==> src/watchdog_control_pkg.sv <==
// constants shared by the watchdog control and status block
package watchdog_control_pkg;
   // =========================================================
   // register byte addresses
   localparam logic [11:0] WDCTL_ADDR  = 12'h0d8;
   localparam logic [11:0] EIE_ADDR    = 12'h0e8;
   localparam logic [11:0] EIP_ADDR    = 12'h0f8;
   localparam logic [11:0] IRQST_ADDR  = 12'h100;
   localparam logic [11:0] IRQMSK_ADDR = 12'h104;
   // =========================================================
   // watchdog control field positions
   localparam int POR_BIT     = 6;
   localparam int CLKSEL_BIT  = 4;
   localparam int TOFLAG_BIT  = 3;
   localparam int CAUSE_BIT   = 2;
   localparam int RSTEN_BIT   = 1;
   localparam int RESTART_BIT = 0;
   // =========================================================
   // interrupt register fields
   localparam int WDT_EN_BIT  = 5;
   localparam int EIE_WIDTH   = 6;
   localparam int EV_TIMEOUT  = 0;
   localparam int EV_WDRESET  = 1;
   localparam int EV_COUNT    = 2;
   localparam logic [EIE_WIDTH-1:0] EIE_RESET = 6'h00;
   localparam logic [EIE_WIDTH-1:0] EIP_RESET = 6'h00;
   // =========================================================
   // timing and bus answers
   localparam int RESET_DELAY_TICKS = 512;
   localparam int DEF_TIMEOUT_TICKS = 65536;
   localparam logic [1:0] RESP_OKAY   = 2'b00;
   localparam logic [1:0] RESP_SLVERR = 2'b10;
endpackage : watchdog_control_pkg

==> src/watchdog_control_status.sv <==
// watchdog control and status block with axi4-lite register access
// Notes on behaviour
// - power-up sets power-on flag; software clears it
// - clock select picks sub-clock or main oscillator
// - a time-out sets the time-out flag unless a warm reset lands in the same cycle
// - time-out flag cleared by software or reset
// - watchdog reset sets cause flag, software clears
// - power-fail reset clears the cause flag
// - reset enable zero leaves cause flag alone
// - reset enable one arms time-out system reset
// - restart returns counter to initial state
// - restart bit clears itself after acting
// - system reset 512 watchdog clocks after time-out
// - external reset keeps three bits, clears others
// - cause flag: set, cleared, or kept per reset
// - power-on sets flag, clears reset enable
// - enable bit five gates the interrupt request
// - priority bit selects low or high priority
//
// Added by the designer: the AXI4-Lite interface to the registers.
`timescale 1ns/100ps
module watchdog_control_status
#(
   parameter int TIMEOUT_TICKS = watchdog_control_pkg::DEF_TIMEOUT_TICKS
)
(
   input  wire logic        sys_clk,
   input  wire logic        rst,
   // watchdog clock ticks, other reset sources and the global interrupt enable
   input  wire logic        subClockTick,
   input  wire logic        oscClockTick,
   input  wire logic        extReset,
   input  wire logic        powerFailReset,
   input  wire logic        globalIrqEnable,
   // interrupt and reset outputs
   output logic             wdtIrqReq,
   output logic             wdtIrqHighPri,
   output logic             wdtSystemReset,
   output logic             irq,
   // axi4-lite slave
   input  wire logic [11:0] s_axi_awaddr,
   input  wire logic        s_axi_awvalid,
   output logic             s_axi_awready,
   input  wire logic [31:0] s_axi_wdata,
   input  wire logic [3:0]  s_axi_wstrb,
   input  wire logic        s_axi_wvalid,
   output logic             s_axi_wready,
   output logic [1:0]       s_axi_bresp,
   output logic             s_axi_bvalid,
   input  wire logic        s_axi_bready,
   input  wire logic [11:0] s_axi_araddr,
   input  wire logic        s_axi_arvalid,
   output logic             s_axi_arready,
   output logic [31:0]      s_axi_rdata,
   output logic [1:0]       s_axi_rresp,
   output logic             s_axi_rvalid,
   input  wire logic        s_axi_rready
);
   // =========================================================
   // counter widths and end values
   localparam int CW = $clog2(TIMEOUT_TICKS);
   // the delay counter runs 0..RESET_DELAY_TICKS-1, so the system reset
   // lands on the delay-th tick after the time-out tick, not one later
   localparam int DW = $clog2(watchdog_control_pkg::RESET_DELAY_TICKS + 1);
   localparam logic [CW-1:0] TO_LAST = CW'(TIMEOUT_TICKS - 1);
   localparam logic [DW-1:0] DLY_LAST = DW'(watchdog_control_pkg::RESET_DELAY_TICKS - 1);

   // the counter needs at least two states to tell restart from time-out
   if (TIMEOUT_TICKS < 2)
   begin : g_badParam
      $error("TIMEOUT_TICKS must be at least 2");
   end

   // =========================================================
   // state
   logic                  porFlag_reg;
   logic                  clkSel_reg;
   logic                  toFlag_reg;
   logic                  cause_reg;
   logic                  rstEn_reg;
   logic                  restart_reg;
   logic [watchdog_control_pkg::EIE_WIDTH-1:0] eie_reg;
   logic [watchdog_control_pkg::EIE_WIDTH-1:0] eip_reg;
   logic [watchdog_control_pkg::EV_COUNT-1:0]  irqSt_reg;
   logic [watchdog_control_pkg::EV_COUNT-1:0]  irqMsk_reg;
   logic [CW-1:0]         count_reg;
   logic [DW-1:0]         delay_reg;
   logic                  delayRun_reg;
   logic [11:0]           awAddr_reg;
   logic                  awHeld_reg;
   logic [31:0]           wData_reg;
   logic [3:0]            wStrb_reg;
   logic                  wHeld_reg;

   // =========================================================
   // bus write decode
   wire awTake   = s_axi_awvalid & s_axi_awready;
   wire wTake    = s_axi_wvalid & s_axi_wready;
   wire wrFire   = awHeld_reg & wHeld_reg & ~s_axi_bvalid;
   // a response pending now or launched at this edge keeps both readies low
   wire bvalidNext = wrFire | (s_axi_bvalid & ~s_axi_bready);
   wire byte0    = wrFire & wStrb_reg[0];
   wire [7:0] wb = wData_reg[7:0];
   wire wrCtl    = byte0 & (awAddr_reg == watchdog_control_pkg::WDCTL_ADDR);
   wire wrEie    = byte0 & (awAddr_reg == watchdog_control_pkg::EIE_ADDR);
   wire wrEip    = byte0 & (awAddr_reg == watchdog_control_pkg::EIP_ADDR);
   wire wrSt     = byte0 & (awAddr_reg == watchdog_control_pkg::IRQST_ADDR);
   wire wrMsk    = byte0 & (awAddr_reg == watchdog_control_pkg::IRQMSK_ADDR);
   // unmapped addresses answer with a slave error and change nothing
   wire wrHit    = (awAddr_reg == watchdog_control_pkg::WDCTL_ADDR)
                 | (awAddr_reg == watchdog_control_pkg::EIE_ADDR)
                 | (awAddr_reg == watchdog_control_pkg::EIP_ADDR)
                 | (awAddr_reg == watchdog_control_pkg::IRQST_ADDR)
                 | (awAddr_reg == watchdog_control_pkg::IRQMSK_ADDR);

   // =========================================================
   // watchdog timing
   // selected tick gates the counter; ticks are one-cycle strobes
   wire tick      = clkSel_reg ? subClockTick : oscClockTick;
   wire timeout   = tick & ~restart_reg & (count_reg == TO_LAST);
   wire delayDone = delayRun_reg & tick & (delay_reg == DLY_LAST);
   // a watchdog reset only comes out of an armed delay
   wire wdReset   = delayDone & rstEn_reg;
   // any of the warm resets returns the soft fields to zero
   wire warmClr   = wdReset | extReset | powerFailReset;

   // restart and warm resets win over a tick in the same cycle
   wire [CW-1:0] countNext = (restart_reg | warmClr) ? '0
                           : tick ? ((count_reg == TO_LAST) ? '0 : count_reg + 1'b1)
                           : count_reg;
   // clearing the reset enable cancels a delay already under way
   wire delayStart = timeout & rstEn_reg & ~delayRun_reg;
   wire delayStop  = restart_reg | warmClr | ~rstEn_reg;
   wire delayRunNext = delayStop ? 1'b0 : (delayStart | delayRun_reg);
   wire [DW-1:0] delayNext = (delayStop | delayStart) ? '0
                           : (delayRun_reg & tick) ? delay_reg + 1'b1
                           : delay_reg;

   // =========================================================
   // control register next values
   // software may only clear the power-on flag
   wire porNext   = wrCtl ? (porFlag_reg & wb[watchdog_control_pkg::POR_BIT])
                          : porFlag_reg;
   wire clkSelNext = warmClr ? 1'b0
                   : wrCtl ? wb[watchdog_control_pkg::CLKSEL_BIT] : clkSel_reg;
   // a fresh time-out beats a software clear in the same cycle
   wire toNext    = warmClr ? 1'b0
                  : timeout ? 1'b1
                  : wrCtl ? (toFlag_reg & wb[watchdog_control_pkg::TOFLAG_BIT])
                  : toFlag_reg;
   wire causeNext = wdReset ? 1'b1
                  : powerFailReset ? 1'b0
                  : extReset ? cause_reg
                  : wrCtl ? (cause_reg & wb[watchdog_control_pkg::CAUSE_BIT])
                  : cause_reg;
   // only the power-on reset clears the reset enable; warm resets keep it
   wire rstEnNext = wrCtl ? wb[watchdog_control_pkg::RSTEN_BIT] : rstEn_reg;
   // restart lasts one cycle, then clears without software help
   wire restartNext = warmClr ? 1'b0
                    : wrCtl & wb[watchdog_control_pkg::RESTART_BIT];
   // interrupt enable and priority fall back to zero on every warm reset
   wire [watchdog_control_pkg::EIE_WIDTH-1:0] eieNext =
      warmClr ? watchdog_control_pkg::EIE_RESET
      : wrEie ? wb[watchdog_control_pkg::EIE_WIDTH-1:0] : eie_reg;
   wire [watchdog_control_pkg::EIE_WIDTH-1:0] eipNext =
      warmClr ? watchdog_control_pkg::EIP_RESET
      : wrEip ? wb[watchdog_control_pkg::EIE_WIDTH-1:0] : eip_reg;

   // =========================================================
   // sticky event bits, write one to clear, set wins
   // warm resets leave status and mask alone so software can still see why
   logic [watchdog_control_pkg::EV_COUNT-1:0] events;
   logic [watchdog_control_pkg::EV_COUNT-1:0] irqStNext;
   assign events[watchdog_control_pkg::EV_TIMEOUT] = timeout;
   assign events[watchdog_control_pkg::EV_WDRESET] = wdReset;
   for (genvar i = 0; i < watchdog_control_pkg::EV_COUNT; i++)
   begin : g_evt
      assign irqStNext[i] = events[i] | (irqSt_reg[i] & ~(wrSt & wb[i]));
   end
   wire [watchdog_control_pkg::EV_COUNT-1:0] irqMskNext =
      wrMsk ? wb[watchdog_control_pkg::EV_COUNT-1:0] : irqMsk_reg;

   // request goes out only with both enables set
   wire reqNext = toNext & eieNext[watchdog_control_pkg::WDT_EN_BIT]
                & globalIrqEnable;
   // priority is a plain copy of the register bit, with no gating
   wire priNext = eipNext[watchdog_control_pkg::WDT_EN_BIT];

   // =========================================================
   // read mux
   wire [7:0] ctlView = {1'b0, porFlag_reg, 1'b0, clkSel_reg, toFlag_reg,
                         cause_reg, rstEn_reg, restart_reg};
   // only byte 0 carries a register; the upper bytes read as zero
   logic [7:0] rdByte;
   logic       rdHit;
   always_comb
   begin
      rdByte = 8'h00;
      rdHit  = 1'b1;
      case (s_axi_araddr)
         watchdog_control_pkg::WDCTL_ADDR:  rdByte = ctlView;
         watchdog_control_pkg::EIE_ADDR:    rdByte = {2'b00, eie_reg};
         watchdog_control_pkg::EIP_ADDR:    rdByte = {2'b00, eip_reg};
         watchdog_control_pkg::IRQST_ADDR:  rdByte = {6'h00, irqSt_reg};
         watchdog_control_pkg::IRQMSK_ADDR: rdByte = {6'h00, irqMsk_reg};
         default:                           rdHit  = 1'b0;
      endcase
   end
   // read data is latched at the take, so a later change cannot tear it
   wire arTake = s_axi_arvalid & s_axi_arready;

   // =========================================================
   // power-on reset gives the documented control value
   always_ff @(posedge sys_clk or posedge rst)
   begin
      if (rst)
      begin
         porFlag_reg <= 1'b1;
         clkSel_reg  <= 1'b0;
         toFlag_reg  <= 1'b0;
         cause_reg   <= 1'b0;
         rstEn_reg   <= 1'b0;
         restart_reg <= 1'b0;
         eie_reg     <= watchdog_control_pkg::EIE_RESET;
         eip_reg     <= watchdog_control_pkg::EIP_RESET;
      end
      else
      begin
         porFlag_reg <= porNext;
         clkSel_reg  <= clkSelNext;
         toFlag_reg  <= toNext;
         cause_reg   <= causeNext;
         rstEn_reg   <= rstEnNext;
         restart_reg <= restartNext;
         eie_reg     <= eieNext;
         eip_reg     <= eipNext;
      end
   end

   // counters and interrupt outputs
   always_ff @(posedge sys_clk or posedge rst)
   begin
      if (rst)
      begin
         count_reg      <= '0;
         delay_reg      <= '0;
         delayRun_reg   <= 1'b0;
         irqSt_reg      <= '0;
         irqMsk_reg     <= '0;
         wdtIrqReq      <= 1'b0;
         wdtIrqHighPri  <= 1'b0;
         wdtSystemReset <= 1'b0;
         irq            <= 1'b0;
      end
      else
      begin
         count_reg      <= countNext;
         delay_reg      <= delayNext;
         delayRun_reg   <= delayRunNext;
         irqSt_reg      <= irqStNext;
         irqMsk_reg     <= irqMskNext;
         wdtIrqReq      <= reqNext;
         wdtIrqHighPri  <= priNext;
         wdtSystemReset <= wdReset;
         irq            <= |(irqStNext & irqMskNext);
      end
   end

   // =========================================================
   // write channels: address and data held until both are in
   always_ff @(posedge sys_clk or posedge rst)
   begin
      if (rst)
      begin
         awHeld_reg    <= 1'b0;
         wHeld_reg     <= 1'b0;
         awAddr_reg    <= '0;
         wData_reg     <= '0;
         wStrb_reg     <= '0;
         s_axi_awready <= 1'b0;
         s_axi_wready  <= 1'b0;
         s_axi_bvalid  <= 1'b0;
         s_axi_bresp   <= watchdog_control_pkg::RESP_OKAY;
      end
      else
      begin
         if (awTake)
         begin
            awAddr_reg <= s_axi_awaddr;
         end
         if (wTake)
         begin
            wData_reg <= s_axi_wdata;
            wStrb_reg <= s_axi_wstrb;
         end
         awHeld_reg    <= (awHeld_reg | awTake) & ~wrFire;
         wHeld_reg     <= (wHeld_reg | wTake) & ~wrFire;
         // ready drops as soon as a beat is taken or held, and stays low
         // until the response handshake, so a second write cannot queue up
         s_axi_awready <= ~((awHeld_reg | awTake) & ~wrFire) & ~bvalidNext;
         s_axi_wready  <= ~((wHeld_reg | wTake) & ~wrFire) & ~bvalidNext;
         if (wrFire)
         begin
            s_axi_bvalid <= 1'b1;
            s_axi_bresp  <= wrHit ? watchdog_control_pkg::RESP_OKAY
                                  : watchdog_control_pkg::RESP_SLVERR;
         end
         else if (s_axi_bready)
         begin
            s_axi_bvalid <= 1'b0;
         end
      end
   end

   // read channel: one outstanding read, data captured at the take
   always_ff @(posedge sys_clk or posedge rst)
   begin
      if (rst)
      begin
         s_axi_arready <= 1'b0;
         s_axi_rvalid  <= 1'b0;
         s_axi_rdata   <= '0;
         s_axi_rresp   <= watchdog_control_pkg::RESP_OKAY;
      end
      else
      begin
         // a new address is taken only once the previous data has gone
         s_axi_arready <= ~(s_axi_rvalid | arTake) | (s_axi_rvalid & s_axi_rready & ~arTake);
         if (arTake)
         begin
            s_axi_rvalid <= 1'b1;
            s_axi_rdata  <= {24'h000000, rdByte};
            s_axi_rresp  <= rdHit ? watchdog_control_pkg::RESP_OKAY
                                  : watchdog_control_pkg::RESP_SLVERR;
         end
         else if (s_axi_rready)
         begin
            s_axi_rvalid <= 1'b0;
         end
      end
   end
endmodule : watchdog_control_status

==> config.mk <==
export PLATFORM = sky130hd
export DESIGN_NAME = watchdog_control_status
export DESIGN_NICKNAME = d
export VERILOG_FILES = /design/src/watchdog_control_pkg.sv /design/src/watchdog_control_status.sv
export SDC_FILE = /design/constraint.sdc
export NUM_CORES = 1
export LEC_CHECK = 0
export BUFFER_PORTS_ARGS = -buffer_cell sky130_fd_sc_hd__clkbuf_2
export CAP_MARGIN = 0
export CORE_ASPECT_RATIO = 0.9
export CORE_UTILIZATION = 25
export DETAILED_ROUTE_END_ITERATION = 8
export PLACE_DENSITY_LB_ADDON = 0.08
export RECOVER_POWER = 25
export SLEW_MARGIN = 40
export SYNTH_ARGS = -nofsm -noshare
export SYNTH_HDL_FRONTEND = slang
export SYNTH_SLANG_ARGS = --single-unit
export TNS_END_PERCENT = 1
==> constraint.sdc <==
create_clock -name sys_clk -period 3.7 [get_ports sys_clk]
set_input_delay 0.74 -clock sys_clk [delete_from_list [all_inputs] [get_ports sys_clk]]
set_output_delay 0.74 -clock sys_clk [all_outputs]
set_load 0.03 [all_outputs]
After elaboration in Yosys (flattened, before gate mapping)
Index checks and enable logic that the tools add are counted.
{"block": "word_totals", "register_bits": 91, "in_bits": 72, "output_inout_bits": 45, "elab_cells": 153}
{"block": "classes", "add_sub_neg": 2, "n_eq_ne": 13, "muxes": 30, "bitwise_logic": 66, "n_reduce_logical": 11}
{"operator": "$eq A12 B8 Y1 const B", "count": 6}
{"operator": "$eq A12 B9 Y1 const B", "count": 4}
{"operator": "$mux W16", "count": 3}
{"operator": "$and A1 B1 Y1", "count": 35}
{"operator": "$pmux W7 S5", "count": 1}
{"operator": "$mux W6", "count": 4}
{"operator": "$mux W10", "count": 2}
{"operator": "$mux W1", "count": 17}
{"operator": "$or A1 B1 Y1", "count": 17}
{"operator": "$add A16 B1 Y16 const B", "count": 1}
{"operator": "$eq A16 B16 Y1 const B", "count": 1}
{"operator": "$reduce_bool A2 Y1", "count": 7}
{"operator": "$not A1 Y1", "count": 13}
{"operator": "$add A10 B1 Y10 const B", "count": 1}
{"operator": "$eq A10 B9 Y1 const B", "count": 1}
{"operator": "$mux W2", "count": 3}
{"operator": "$reduce_or A5 Y1", "count": 1}
{"operator": "$ne A3 B1 Y1 const B", "count": 1}
{"operator": "$reduce_bool A3 Y1", "count": 1}
{"operator": "$and A2 B2 Y2", "count": 1}
{"operator": "$reduce_and A2 Y1", "count": 1}
{"operator": "$reduce_or A2 Y1", "count": 1}

Logic depth before layout (Yosys ltp)
Gate-level depths: netlist of run 1.
{"block": "logic_depth", "ltp_word": 10, "mapped_depth": 7, "depth_no_buf": 6}

Least setup slack after synthesis of run 1
Ideal clock, no wire load.
{"block": "synth_timing", "kind": "input -> register", "start": "input port s_axi_araddr[1]", "end": "register s_axi_rresp[1]", "setup_ps": 122, "arrival_time_ps": 2110, "required_time_ps": 3578, "slack_ps": 1468, "cell_stages": 6, "path_cell_list": "or4_1 nor3_1 and3_1 clkbuf_1 nor2_1 a32o_1"}
{"block": "synth_via", "elab_chain_cells": 4}
{"element": "from (decl)", "line_no": "watchdog_control_status.sv:51", "source": "input wire logic [11:0] s_axi_araddr,"}
{"element": "$eq A12 B9 Y1 or $eq A12 B8 Y1 (tied branches)", "line_no": "watchdog_control_status.sv:200", "source": "case (s_axi_araddr)"}
{"element": "$reduce_or A5 Y1 (no source line) (*)"}
{"element": "$mux W1 (*)", "line_no": "watchdog_control_status.sv:200"}
{"element": "$mux W2 (*)", "line_no": "watchdog_control_status.sv:333", "source": "s_axi_rresp <= rdHit ? watchdog_control_pkg::RESP_OKAY"}
{"element": "to (signal assigned)", "line_no": "watchdog_control_status.sv:323", "source": "s_axi_rresp <= watchdog_control_pkg::RESP_OKAY;"}
{"element": "to (signal assigned)", "line_no": "watchdog_control_status.sv:333"}
{"element": "to (decl)", "line_no": "watchdog_control_status.sv:55", "source": "output logic [1:0] s_axi_rresp,"}
Mark *: on every way between the ends. The rest lies on a longest branch, timed or not.
A chain may end at the register's enable or synchronous reset.

Worst setup path after layout of run 1
{"block": "layout_timing", "start": "register awAddr_reg[2]", "end": "register eip_reg[3] (netlist bit)"}
{"block": "layout_via", "elab_chain_cells": 3}
{"element": "from (decl)", "line_no": "watchdog_control_status.sv:89", "source": "logic [11:0] awAddr_reg;"}
{"element": "from (signal assigned)", "line_no": "watchdog_control_status.sv:289", "source": "awAddr_reg <= s_axi_awaddr;"}
{"element": "$eq A12 B8 Y1", "line_no": "watchdog_control_status.sv:106", "source": "wire wrEip = byte0 & (awAddr_reg == watchdog_control_pkg::EIP_ADDR);"}
{"element": "$and A1 B1 Y1", "line_no": "watchdog_control_status.sv:106"}
{"element": "$reduce_bool A2 Y1 (no source line)"}
{"element": "to (signal assigned)", "line_no": "watchdog_control_status.sv:225", "source": "eip_reg <= watchdog_control_pkg::EIP_RESET;"}
{"element": "to (signal assigned)", "line_no": "watchdog_control_status.sv:236", "source": "eip_reg <= eipNext;"}
{"element": "to (decl)", "line_no": "watchdog_control_status.sv:83", "source": "logic [watchdog_control_pkg::EIE_WIDTH-1:0] eip_reg;"}
Every way passes these cells.

==> results of run 1 <==
report_power, final:
group	switching, µW	leakage [µW]	internal, µW	total [µW]
sequential	158	0.00114	1120	1280
combinational	297	0.00100	214	511
clock	380	0.000154	610	990
total	835	0.00230	1950	2780
kinds of logic (layout without fill, tap and decap cells):
group	count (synthesis)	after routing	synth area share, %
xor+xnor	23	23	4.75
flops	88	88	51.9
mux	45	45	11.5
other cells	1	27	0.0884
simple gates	153	153	18.2
fa+ha+maj	2	2	0.590
buf+inv	50	88	7.11
compound gates	37	37	5.87
how the worst min path moves through the flow:
stage                                 to            from  slack, ps
after CTS                    porFlag_reg     porFlag_reg        470
after global placement       porFlag_reg     porFlag_reg        450
final                     s_axi_rdata[6]  s_axi_rdata[6]        470
after floorplan              porFlag_reg     porFlag_reg        440
after global routing         porFlag_reg     porFlag_reg        490
after detailed placement     porFlag_reg     porFlag_reg        450
layer usage:
metal / part of all wire (%) / up-vias
met1: 52 / 1462
met5: 0 / -
met4: 1.2 / 0
li1: - / 1453
met3: 4.8 / 9
met2: 42 / 77
worst min-delay path: stages (launching register included):
cell     delay (ps)
dfrtp_1         340
nand2_1          50
nand2_1          50
stage by stage:
stage	power, µW	cells
after global routing	2940	670
after floorplan	1680	425
after CTS	2840	670
after detailed placement	1830	654
final	2780	670
after global placement	1820	654
area by class of cell:
cell class | count | area (µm²)
Fill cell | 1722 | 11400
Clock inverter | 3 | 65.1
Inverter | 10 | 38.8
Multi-Input combinational cell | 287 | 1840
Sequential cell | 88 | 2200
Clock buffer | 13 | 250
Timing Repair Buffer | 62 | 324
Tap cell | 207 | 259
synth_stat cells, drive strengths merged:
library cell / n / share of area [%]
o22ai: 2 / 0.29
a221oi: 3 / 0.62
a21o: 1 / 0.18
nand2b: 3 / 0.44
o22a: 2 / 0.41
a21oi: 9 / 1.1
o21a: 2 / 0.35
or4b: 1 / 0.24
and4: 1 / 0.21
a32o: 1 / 0.24
dfstp: 1 / 0.62
xnor2: 7 / 1.4
nor4: 7 / 1.5
o211ai: 1 / 0.29
nor2: 59 / 5.2
nand4: 7 / 1.0
mux2i: 19 / 4.6
clkbuf: 6 / 0.53
a2bb2oi: 1 / 0.21
nand3: 17 / 2.0
inv: 10 / 0.88
nor3b: 1 / 0.18
mux2: 26 / 6.9
a211oi: 3 / 0.53
a21boi: 1 / 0.18
nand4b: 3 / 0.62
conb: 1 / 0.088
o21ai: 8 / 0.94
dfrtp: 87 / 51
ha: 2 / 0.59
o311ai: 1 / 0.21
o31ai: 2 / 0.35
xor2: 16 / 3.3
nor4b: 2 / 0.41
and2: 4 / 0.59
and3: 6 / 0.88
nor3: 9 / 1.1
buf: 34 / 5.7
nand3b: 2 / 0.44
nand2: 25 / 2.2
or4: 4 / 0.88
or3: 2 / 0.29
==> metrics.yaml, run 1 <==
outcome: "finished with violations"
violations: "capacitance limit, slew limit"
seq_area_frac_synth_pct: 51.9
drv_cap: 1
fin_crit_ps: 2430
p_leak_uw: 0.00230
via_per_inst: 4.48
ys_ff_latch: 88
dpl_cell_area_um2: 4660
post_drt_wl_per_cell_um: 14.7
clock-sinks: 88
port_buffers: 61
cts_root_buffer: "clkbuf_16"
dpl_worst_slack_ps: 966
synth_area_per_cell_um2: 10.6
layout_common_cells: "dfrtp_1, clkbuf_2, nor2_1, conb_1, mux2_2"
crit_required_ps: 3900
cpMaxStageDelayCell: "or4_1"
final_hold_viol_count: 0
cts_resized: 0
crit_fanout: 8
htreeDepth: 3
grt_pass1_vias: 2955
grt_use_met2_pct: 17.5
cp_cell_sequence: "or4_1 -> nor4_2 -> nand3_1 -> mux2i_1 -> nor2_1"
cts_tree: "done"
grt-ovfl-total: 0
timing.critical_path.from: "awAddr_reg[2]"
grt_start_max_net_pins: 49
fin_skew_ps: 4.17
vias: 3001
placementRows: 44
endpoint_kind: "flop"
grt.busiest_layer: "met2"
rsz0062_at_grt: "no"
relSlewSlack_pct: -29.7
postCtsHoldBufs: 0
startpoint_type: "flop"
reg2reg_depth: 5
min_path_cells: 2
whs_ps: 465
r2r_slack_ps: 1270
drc: 0
hp-class: "flop to flop"
first_pass_iters: 4
stdcell_area_um2: 4980
irDropWorstVdd_mv: 0.234
hpwlAfterDp_mm: 7.06
die_area_um2: 17500
ios: 117
path_depth: 5
utilization_pct: 30.5
die_w_um: 139
final_antenna_net_count: 0
path_class: "flop to flop"
slew_violations: 41
path_clk_slew_ps: 60
drive_gt1_share_pct: 24.2
cts_buffer_depth: 2
layout_setup_ws_ps: 1270
post_cts_buffers: 0
path_buf_inv: 0
syn_area_um2: 4240
use_met3_pct: 4.25
coreArea_um2: 16400
r2r_end: "eip_reg[3]"
synthCells: 399
setup_viol: 0
start_util_pct: 25.9
cp_top_family: "simple AND/OR/NAND/NOR gates"
timing.rr.start: "awAddr_reg[2]"
mostFrequentLayoutCell: "dfrtp_1"
largest_register_ff_count: 16
tns_ps: 0
grt_pass1_wl_mm: 16.2
arrival_ps: 2630
worst_slew_pin_slew_ps: 1930
synthToLayoutAreaGrowth_pct: 17.4
power_density_nw_per_um2: 559
ys.warnings.count: 0
diodes: 0
routabilityCongestion: 0.744
initialDrtViolationCount: 152
track_usage_pct: 12.2
fin_crit_sh_pct: 65.7
clock_latency_ps: 350
cts_made_buffers: 9
crit_path_max_incr_delay_ps: 610
nets: 532
wl_mm: 9.85
worstSetupEndpoint: "eip_reg[3]"
antenna_found_initial: 0
die_h_um: 126
fmax_mhz: 412
grt.met1_usage_pct: 17.1
synth_cell_types: 50
Power figures use the tool's default switching activity.
==> inputs of run 2 (changes only) <==
--- a/config.mk
+++ b/config.mk
@@ -5,6 +5,7 @@
 export SDC_FILE = /design/constraint.sdc
 export NUM_CORES = 1
 export LEC_CHECK = 0
+export ABC_AREA = 1
 export BUFFER_PORTS_ARGS = -buffer_cell sky130_fd_sc_hd__clkbuf_2
 export CAP_MARGIN = 0
 export CORE_ASPECT_RATIO = 0.9
==> constraint.sdc (replaced) <==
create_clock -name sys_clk -period 2.5 [get_ports sys_clk]
set_input_delay 0.5 -clock sys_clk [delete_from_list [all_inputs] [get_ports sys_clk]]
set_output_delay 0.5 -clock sys_clk [all_outputs]
set_load 0.03 [all_outputs]
==> metrics.yaml, run 2 <==
outcome: "completed"
slew_violations: 0
cts_resized: 0
synth_area_per_cell_um2: 7.83
setup_viol: 0
initialDrtViolationCount: 168
crit_top_cell: "nand2_4"
placementRows: 47
postCtsHoldBufs: 0
stdcell_area_um2: 5500
whs_endpoint: "wData_reg[6]"
synth.area.top_cells: "dfrtp_1, nand2_1, nand3_1"
synthCells: 600
routabilityCongestion: 0.754
ios: 117
wl_met2_mm: 5.60
cpMaxStageDelayCell: "dfrtp_1"
ys_ff_latch: 88
grt_pass1_wl_mm: 20.3
drive_gt1_share_pct: 16.5
grt_pass1_vias: 3958
rsz0062_at_grt: "no"
synthAdderAreaFrac_pct: 0.532
wl_mm: 11.8
die_w_um: 147
irDropWorstVdd_mv: 0.424
dr.max_layer_used: "met4"
synth_compound_area_share_pct: 5.51
crit_required_ps: 2700
syn_area_um2: 4700
htreeDepth: 3
synth_cell_types: 40
track_usage_pct: 13.2
fmax_mhz: 507
cts_buffer_depth: 2
vias: 3912
grt_start_max_net_pins: 36
clock-sinks: 88
r2r_end: "eip_reg[4]"
first_pass_iters: 4
synth_top_area_share_pct: 46.3
synth_most_common_cell: "nand2_1"
cts_root_buffer: "clkbuf_16"
drt-met1-wl_mm: 5.73
ys.warnings.count: 0
endpoint_kind: "flop"
yosys.area_share.simple_pct: 34.2
drv_cap: 0
min_path_cells: 3
tns_ps: 0
power_density_nw_per_um2: 712
die_h_um: 132
total_power_uw: 3920
min-delay-start: "s_axi_wdata[6]"
synth_top_family_by_area: "simple AND/OR/NAND/NOR gates"
yosys.area_share.xor_xnor_pct: 2.80
layout_common_cells: "nand2_1, dfrtp_1, nand3_1, nor2_1, clkbuf_2"
hp-class: "primary input to flop"
synthToLayoutAreaGrowth_pct: 17.0
crit_path_max_incr_delay_ps: 550
path_class: "flop to flop"
diodes: 0
crit_fanout: 11
relSlewSlack_pct: 17.2
timing.rr.start: "clkSel_reg"
p_leak_uw: 0.00267
antenna_found_initial: 0
fin_skew_ps: 8.60
clock_latency_ps: 350
grt-ovfl-total: 0
seq_area_frac_synth_pct: 46.9
final_hold_viol_count: 0
yosysTopAreaCell: "dfrtp_1"
dpl_cell_area_um2: 5230
arrival_ps: 2180
post_cts_buffers: 0
mostFrequentLayoutCell: "nand2_1"
drc: 0
synth_top_flop_cell: "dfrtp_1"
hpwlAfterDp_mm: 8.77
nets: 743
startpoint_type: "flop"
synth_edf_count: 0
synth.area.mux_share_pct: 0
reg2reg_depth: 7
met3_length_um: 375
r2r_slack_ps: 530
largest_register_ff_count: 16
port_buffers: 61
via_per_inst: 4.26
path_clk_slew_ps: 70
cts_made_buffers: 9
synthArstFlopShare_pct: 100
worst_slew_pin_slew_ps: 1240
cts_tree: "done"
die_area_um2: 19400
post_drt_wl_per_cell_um: 12.8
start_util_pct: 25.5
final_antenna_net_count: 0
cp_cell_sequence: "nand2_1 -> nand2_4 -> nor2_8 -> nand3_4 -> nand2_4 -> nor2_2 -> o21ai_0"
coreArea_um2: 18400
fin_crit_ps: 1970
fin_crit_sh_pct: 79.0
yosys-top-cells-count: "nand2_1, dfrtp_1, nand3_1"
## run 2: cell count changes after synthesis, sizes merged, moves of 9 or more
cell,previous run,this run
mux2i,19,0
nor3,9,18
nor2,59,70
inv,10,53
nand2,25,184
nand3,17,71
mux2,26,0
o21ai,8,33
## run 2: per-stage QoR
step                      hold slack, ps  utilization (%)  std cells  setup WS (ps)
final                                342             29.9        919            526
after global routing                 343             29.9        919            337
after CTS                            236             30.0        919            472
after detailed placement             460             28.4        903            474
after global placement               450             28.4        903            500
after floorplan                      441                -        626            952
## run 2: worst max-delay path: cells and delay by family (launching register included)
kind,cells,cell delay (ps)
and+or+nand+nor,6,1080
DFF,1,550
AOI/OAI and AO/OA,1,180
## run 2: cell families (layout without fill, tap and decap cells)
| logic type | Yosys count | count (layout) |
|---|---|---|
| compound gates | 46 | 46 |
| xor+xnor | 15 | 15 |
| fa+ha+maj | 2 | 2 |
| buf+inv | 91 | 139 |
| flops | 88 | 88 |
| other cells | 1 | 27 |
| simple gates | 357 | 357 |
## run 2: area by class of cell
| class | instances | area, µm² |
|---|---|---|
| Inverter | 54 | 206 |
| Tap cell | 245 | 307 |
| Clock buffer | 11 | 243 |
| Fill cell | 2012 | 12900 |
| Sequential cell | 88 | 2200 |
| Clock inverter | 5 | 41.3 |
| Multi-Input combinational cell | 447 | 2120 |
| Timing Repair Buffer | 69 | 374 |
## run 2: power breakdown
part | internal, µW | total (µW) | leakage, µW | switching [µW]
Clock | 709 | 1310 | 0.000132 | 602
Combinational | 224 | 806 | 0.00138 | 582
Sequential | 1660 | 1800 | 0.00116 | 143
## run 2: metal layers
| metal | global-route usage [%] | vias to the layer above |
|---|---|---|
| met5 | 0 | - |
| met1 | 17.6 | 1847 |
| met4 | 2.78 | 0 |
| li1 | - | 2002 |
| met2 | 21.4 | 54 |
| met3 | 3.49 | 9 |
## run 2: worst max-delay path by stage
stage / start / to / slack, ps / cells past startpoint
after detailed placement: subClockTick / eip_reg[4] / 470 / 9
after floorplan: extReset / count_reg[10] / 950 / 6
after global routing: clkSel_reg / eip_reg[4] / 340 / 7
final: clkSel_reg / eip_reg[4] / 530 / 7
after CTS: clkSel_reg / eip_reg[4] / 470 / 7
after global placement: subClockTick / eip_reg[4] / 500 / 9
==> inputs of run 3 (changes only) <==
--- a/config.mk
+++ b/config.mk
@@ -5,7 +5,7 @@
 export SDC_FILE = /design/constraint.sdc
 export NUM_CORES = 1
 export LEC_CHECK = 0
-export ABC_AREA = 1
+export ABC_AREA = 0
 export BUFFER_PORTS_ARGS = -buffer_cell sky130_fd_sc_hd__clkbuf_2
 export CAP_MARGIN = 0
 export CORE_ASPECT_RATIO = 0.9
==> constraint.sdc (replaced) <==
create_clock -name sys_clk -period 1.8 [get_ports sys_clk]
set_input_delay 0.36 -clock sys_clk [delete_from_list [all_inputs] [get_ports sys_clk]]
set_output_delay 0.36 -clock sys_clk [all_outputs]
set_load 0.03 [all_outputs]
==> metrics.yaml, run 3 (synthesized netlist as in run 1, its figures left out) <==
htreeDepth: 3
crit_fanout: 3
track_usage_pct: 13.3
rsz0062_at_grt: "yes"
die_h_um: 126
multi_input_area_um2: 1960
reg2reg_depth: 5
register_area_um2: 2200
p_leak_uw: 0.00265
grt-ovfl-total: 0
fin_skew_ps: 8.62
final_hold_viol_count: 0
layout_setup_ws_ps: -211
timing.rr.start: "awAddr_reg[3]"
p_sw_uw: 1860
hp-class: "primary input to flop"
relSlewSlack_pct: 49.1
die_area_um2: 17500
final_antenna_net_count: 0
synthToLayoutAreaGrowth_pct: 31.2
die_w_um: 139
total_power_uw: 5810
cts_buffer_depth: 2
crit_path_max_incr_delay_ps: 530
timing.critical_path.from: "awAddr_reg[3]"
path_buf_inv: 0
use_met3_pct: 3.94
path_depth: 5
drc: 0
routabilityCongestion: 0.747
hpwlAfterDp_mm: 7.99
initialDrtViolationCount: 136
via_per_inst: 4.38
arrival_ps: 2250
violations: "setup timing"
grt_use_met2_pct: 20.0
fin_crit_ps: 2010
dpl_cell_area_um2: 5160
antenna_found_initial: 0
start_util_pct: 25.9
stdcell_area_um2: 5570
outcome: "finished with violations"
endpoint_kind: "flop"
setup_viol: 21
crit_required_ps: 2040
wl_mm: 10.6
cts_tree: "done"
irDropWorstVdd_mv: 0.517
utilization_pct: 34.0
placementRows: 44
port_buffers: 61
grt.busiest_layer: "met2"
path_class: "flop to flop"
largest_register_ff_count: 16
worstSetupEndpoint: "irq"
r2r_slack_ps: -210
worst_slew_pin_slew_ps: 764
layout_common_cells: "dfrtp_1, clkbuf_2, nor2_1, buf_4, conb_1"
clockPowerShare_pct: 30.4
cp_cell_sequence: "or4b_4 -> or4_4 -> nor4b_2 -> nor3_1 -> a21o_1"
cpMaxStageDelayCell: "or4b_4"
vias: 3218
power_density_nw_per_um2: 1040
cts_root_buffer: "clkbuf_16"
p_int_uw: 3950
path_clk_slew_ps: 60
cts_made_buffers: 9
diodes: 0
grt_pass1_wl_mm: 17.8
fmax_mhz: 497
drive_gt1_share_pct: 35.9
coreArea_um2: 16400
nFillCells: 1702
grt_start_max_net_pins: 34
netSwitchingFraction_pct: 32.0
clock-sinks: 88
grt.met1_usage_pct: 18.3
cp_top_family: "simple AND/OR/NAND/NOR gates"
drv_cap: 0
nets: 596
clock_latency_ps: 350
mostFrequentLayoutCell: "dfrtp_1"
ios: 117
post_drt_wl_per_cell_um: 14.5
slew_violations: 0
first_pass_iters: 4
p_comb_share_pct: 25.4
r2r_end: "irq"
pwr-share-seq_pct: 44.2
fin_crit_sh_pct: 112
startpoint_type: "flop"
grt_pass1_vias: 3342
==> run 3: cell types whose count changed in the layout (fill, tap and decap cells not counted), moves of 11 or more <==
| cell | delta |
|---|---|
| mux2i_1 | +18 |
| inv_1 | -39 |
| nand3_1 | -53 |
| mux2_2 | +26 |
| buf_4 | +47 |
| o21ai_0 | -21 |
| nor3_1 | -11 |
| nand2_1 | -156 |
==> run 3: worst reg2reg max path: cells and delay by family (launching register included) <==
family             cells  cell delay [ps]
and+or+nand+nor        4             1380
DFF                    1              380
AOI/OAI and AO/OA      1              150
==> run 3: stage by stage <==
step	setup TNS, ps	instances	setup WS (ps)	hold WS (ps)
CTS	-6330	733	-253	186
global route	-4930	734	-277	193
global placement	-7470	715	-322	380
floorplan	-3530	425	-298	441
finish	-1930	734	-211	201
detailed placement	-9650	715	-324	380
==> run 3: what timing repair did <==
action / in CTS / in global routing
setup buffers: 1 / 1
gates cloned: 0 / 0
endpoints found under the hold margin: 3 / 0
gates resized for setup: 8 / 17
pin swaps: 4 / 6
setup endpoints to repair: 48 / 51
hold buffers: 1 / 0
==> run 3: power groups by stage <==
stage / logic (µW) / registers (µW) / clock network (µW)
floorplan: 774 / 2690 / 0
global placement: 1420 / 2610 / 0
detailed placement: 1440 / 2610 / 0
CTS: 1500 / 2580 / 1840
global route: 1620 / 2630 / 1920
finish: 1480 / 2570 / 1770
==> run 3: routing by layer <==
metal	vias to the layer above	routed length (µm)
met5	-	0
met2	73	4660
met3	7	504
met1	1558	5320
met4	0	130
li1	1580	-
==> run 3: final cells by class <==
type	count	share of cell area (%)
clock buffer	10	4.29
multi-input combinational	287	35.1
timing repair buffer	126	15.0
inverter	10	0.697
tap	207	4.65
clock inverter	6	0.629
sequential	88	39.6
==> run 3: worst min path at each step <==
stage | cells after the start | from | to
2_1_floorplan | 1 | porFlag_reg | porFlag_reg
3_3_place_gp | 2 | rst | s_axi_wready
3_5_place_dp | 2 | rst | s_axi_wready
4_1_cts | 2 | s_axi_bready | s_axi_bvalid
5_1_grt | 2 | s_axi_bready | s_axi_bvalid
6_report | 2 | s_axi_bready | s_axi_bvalid
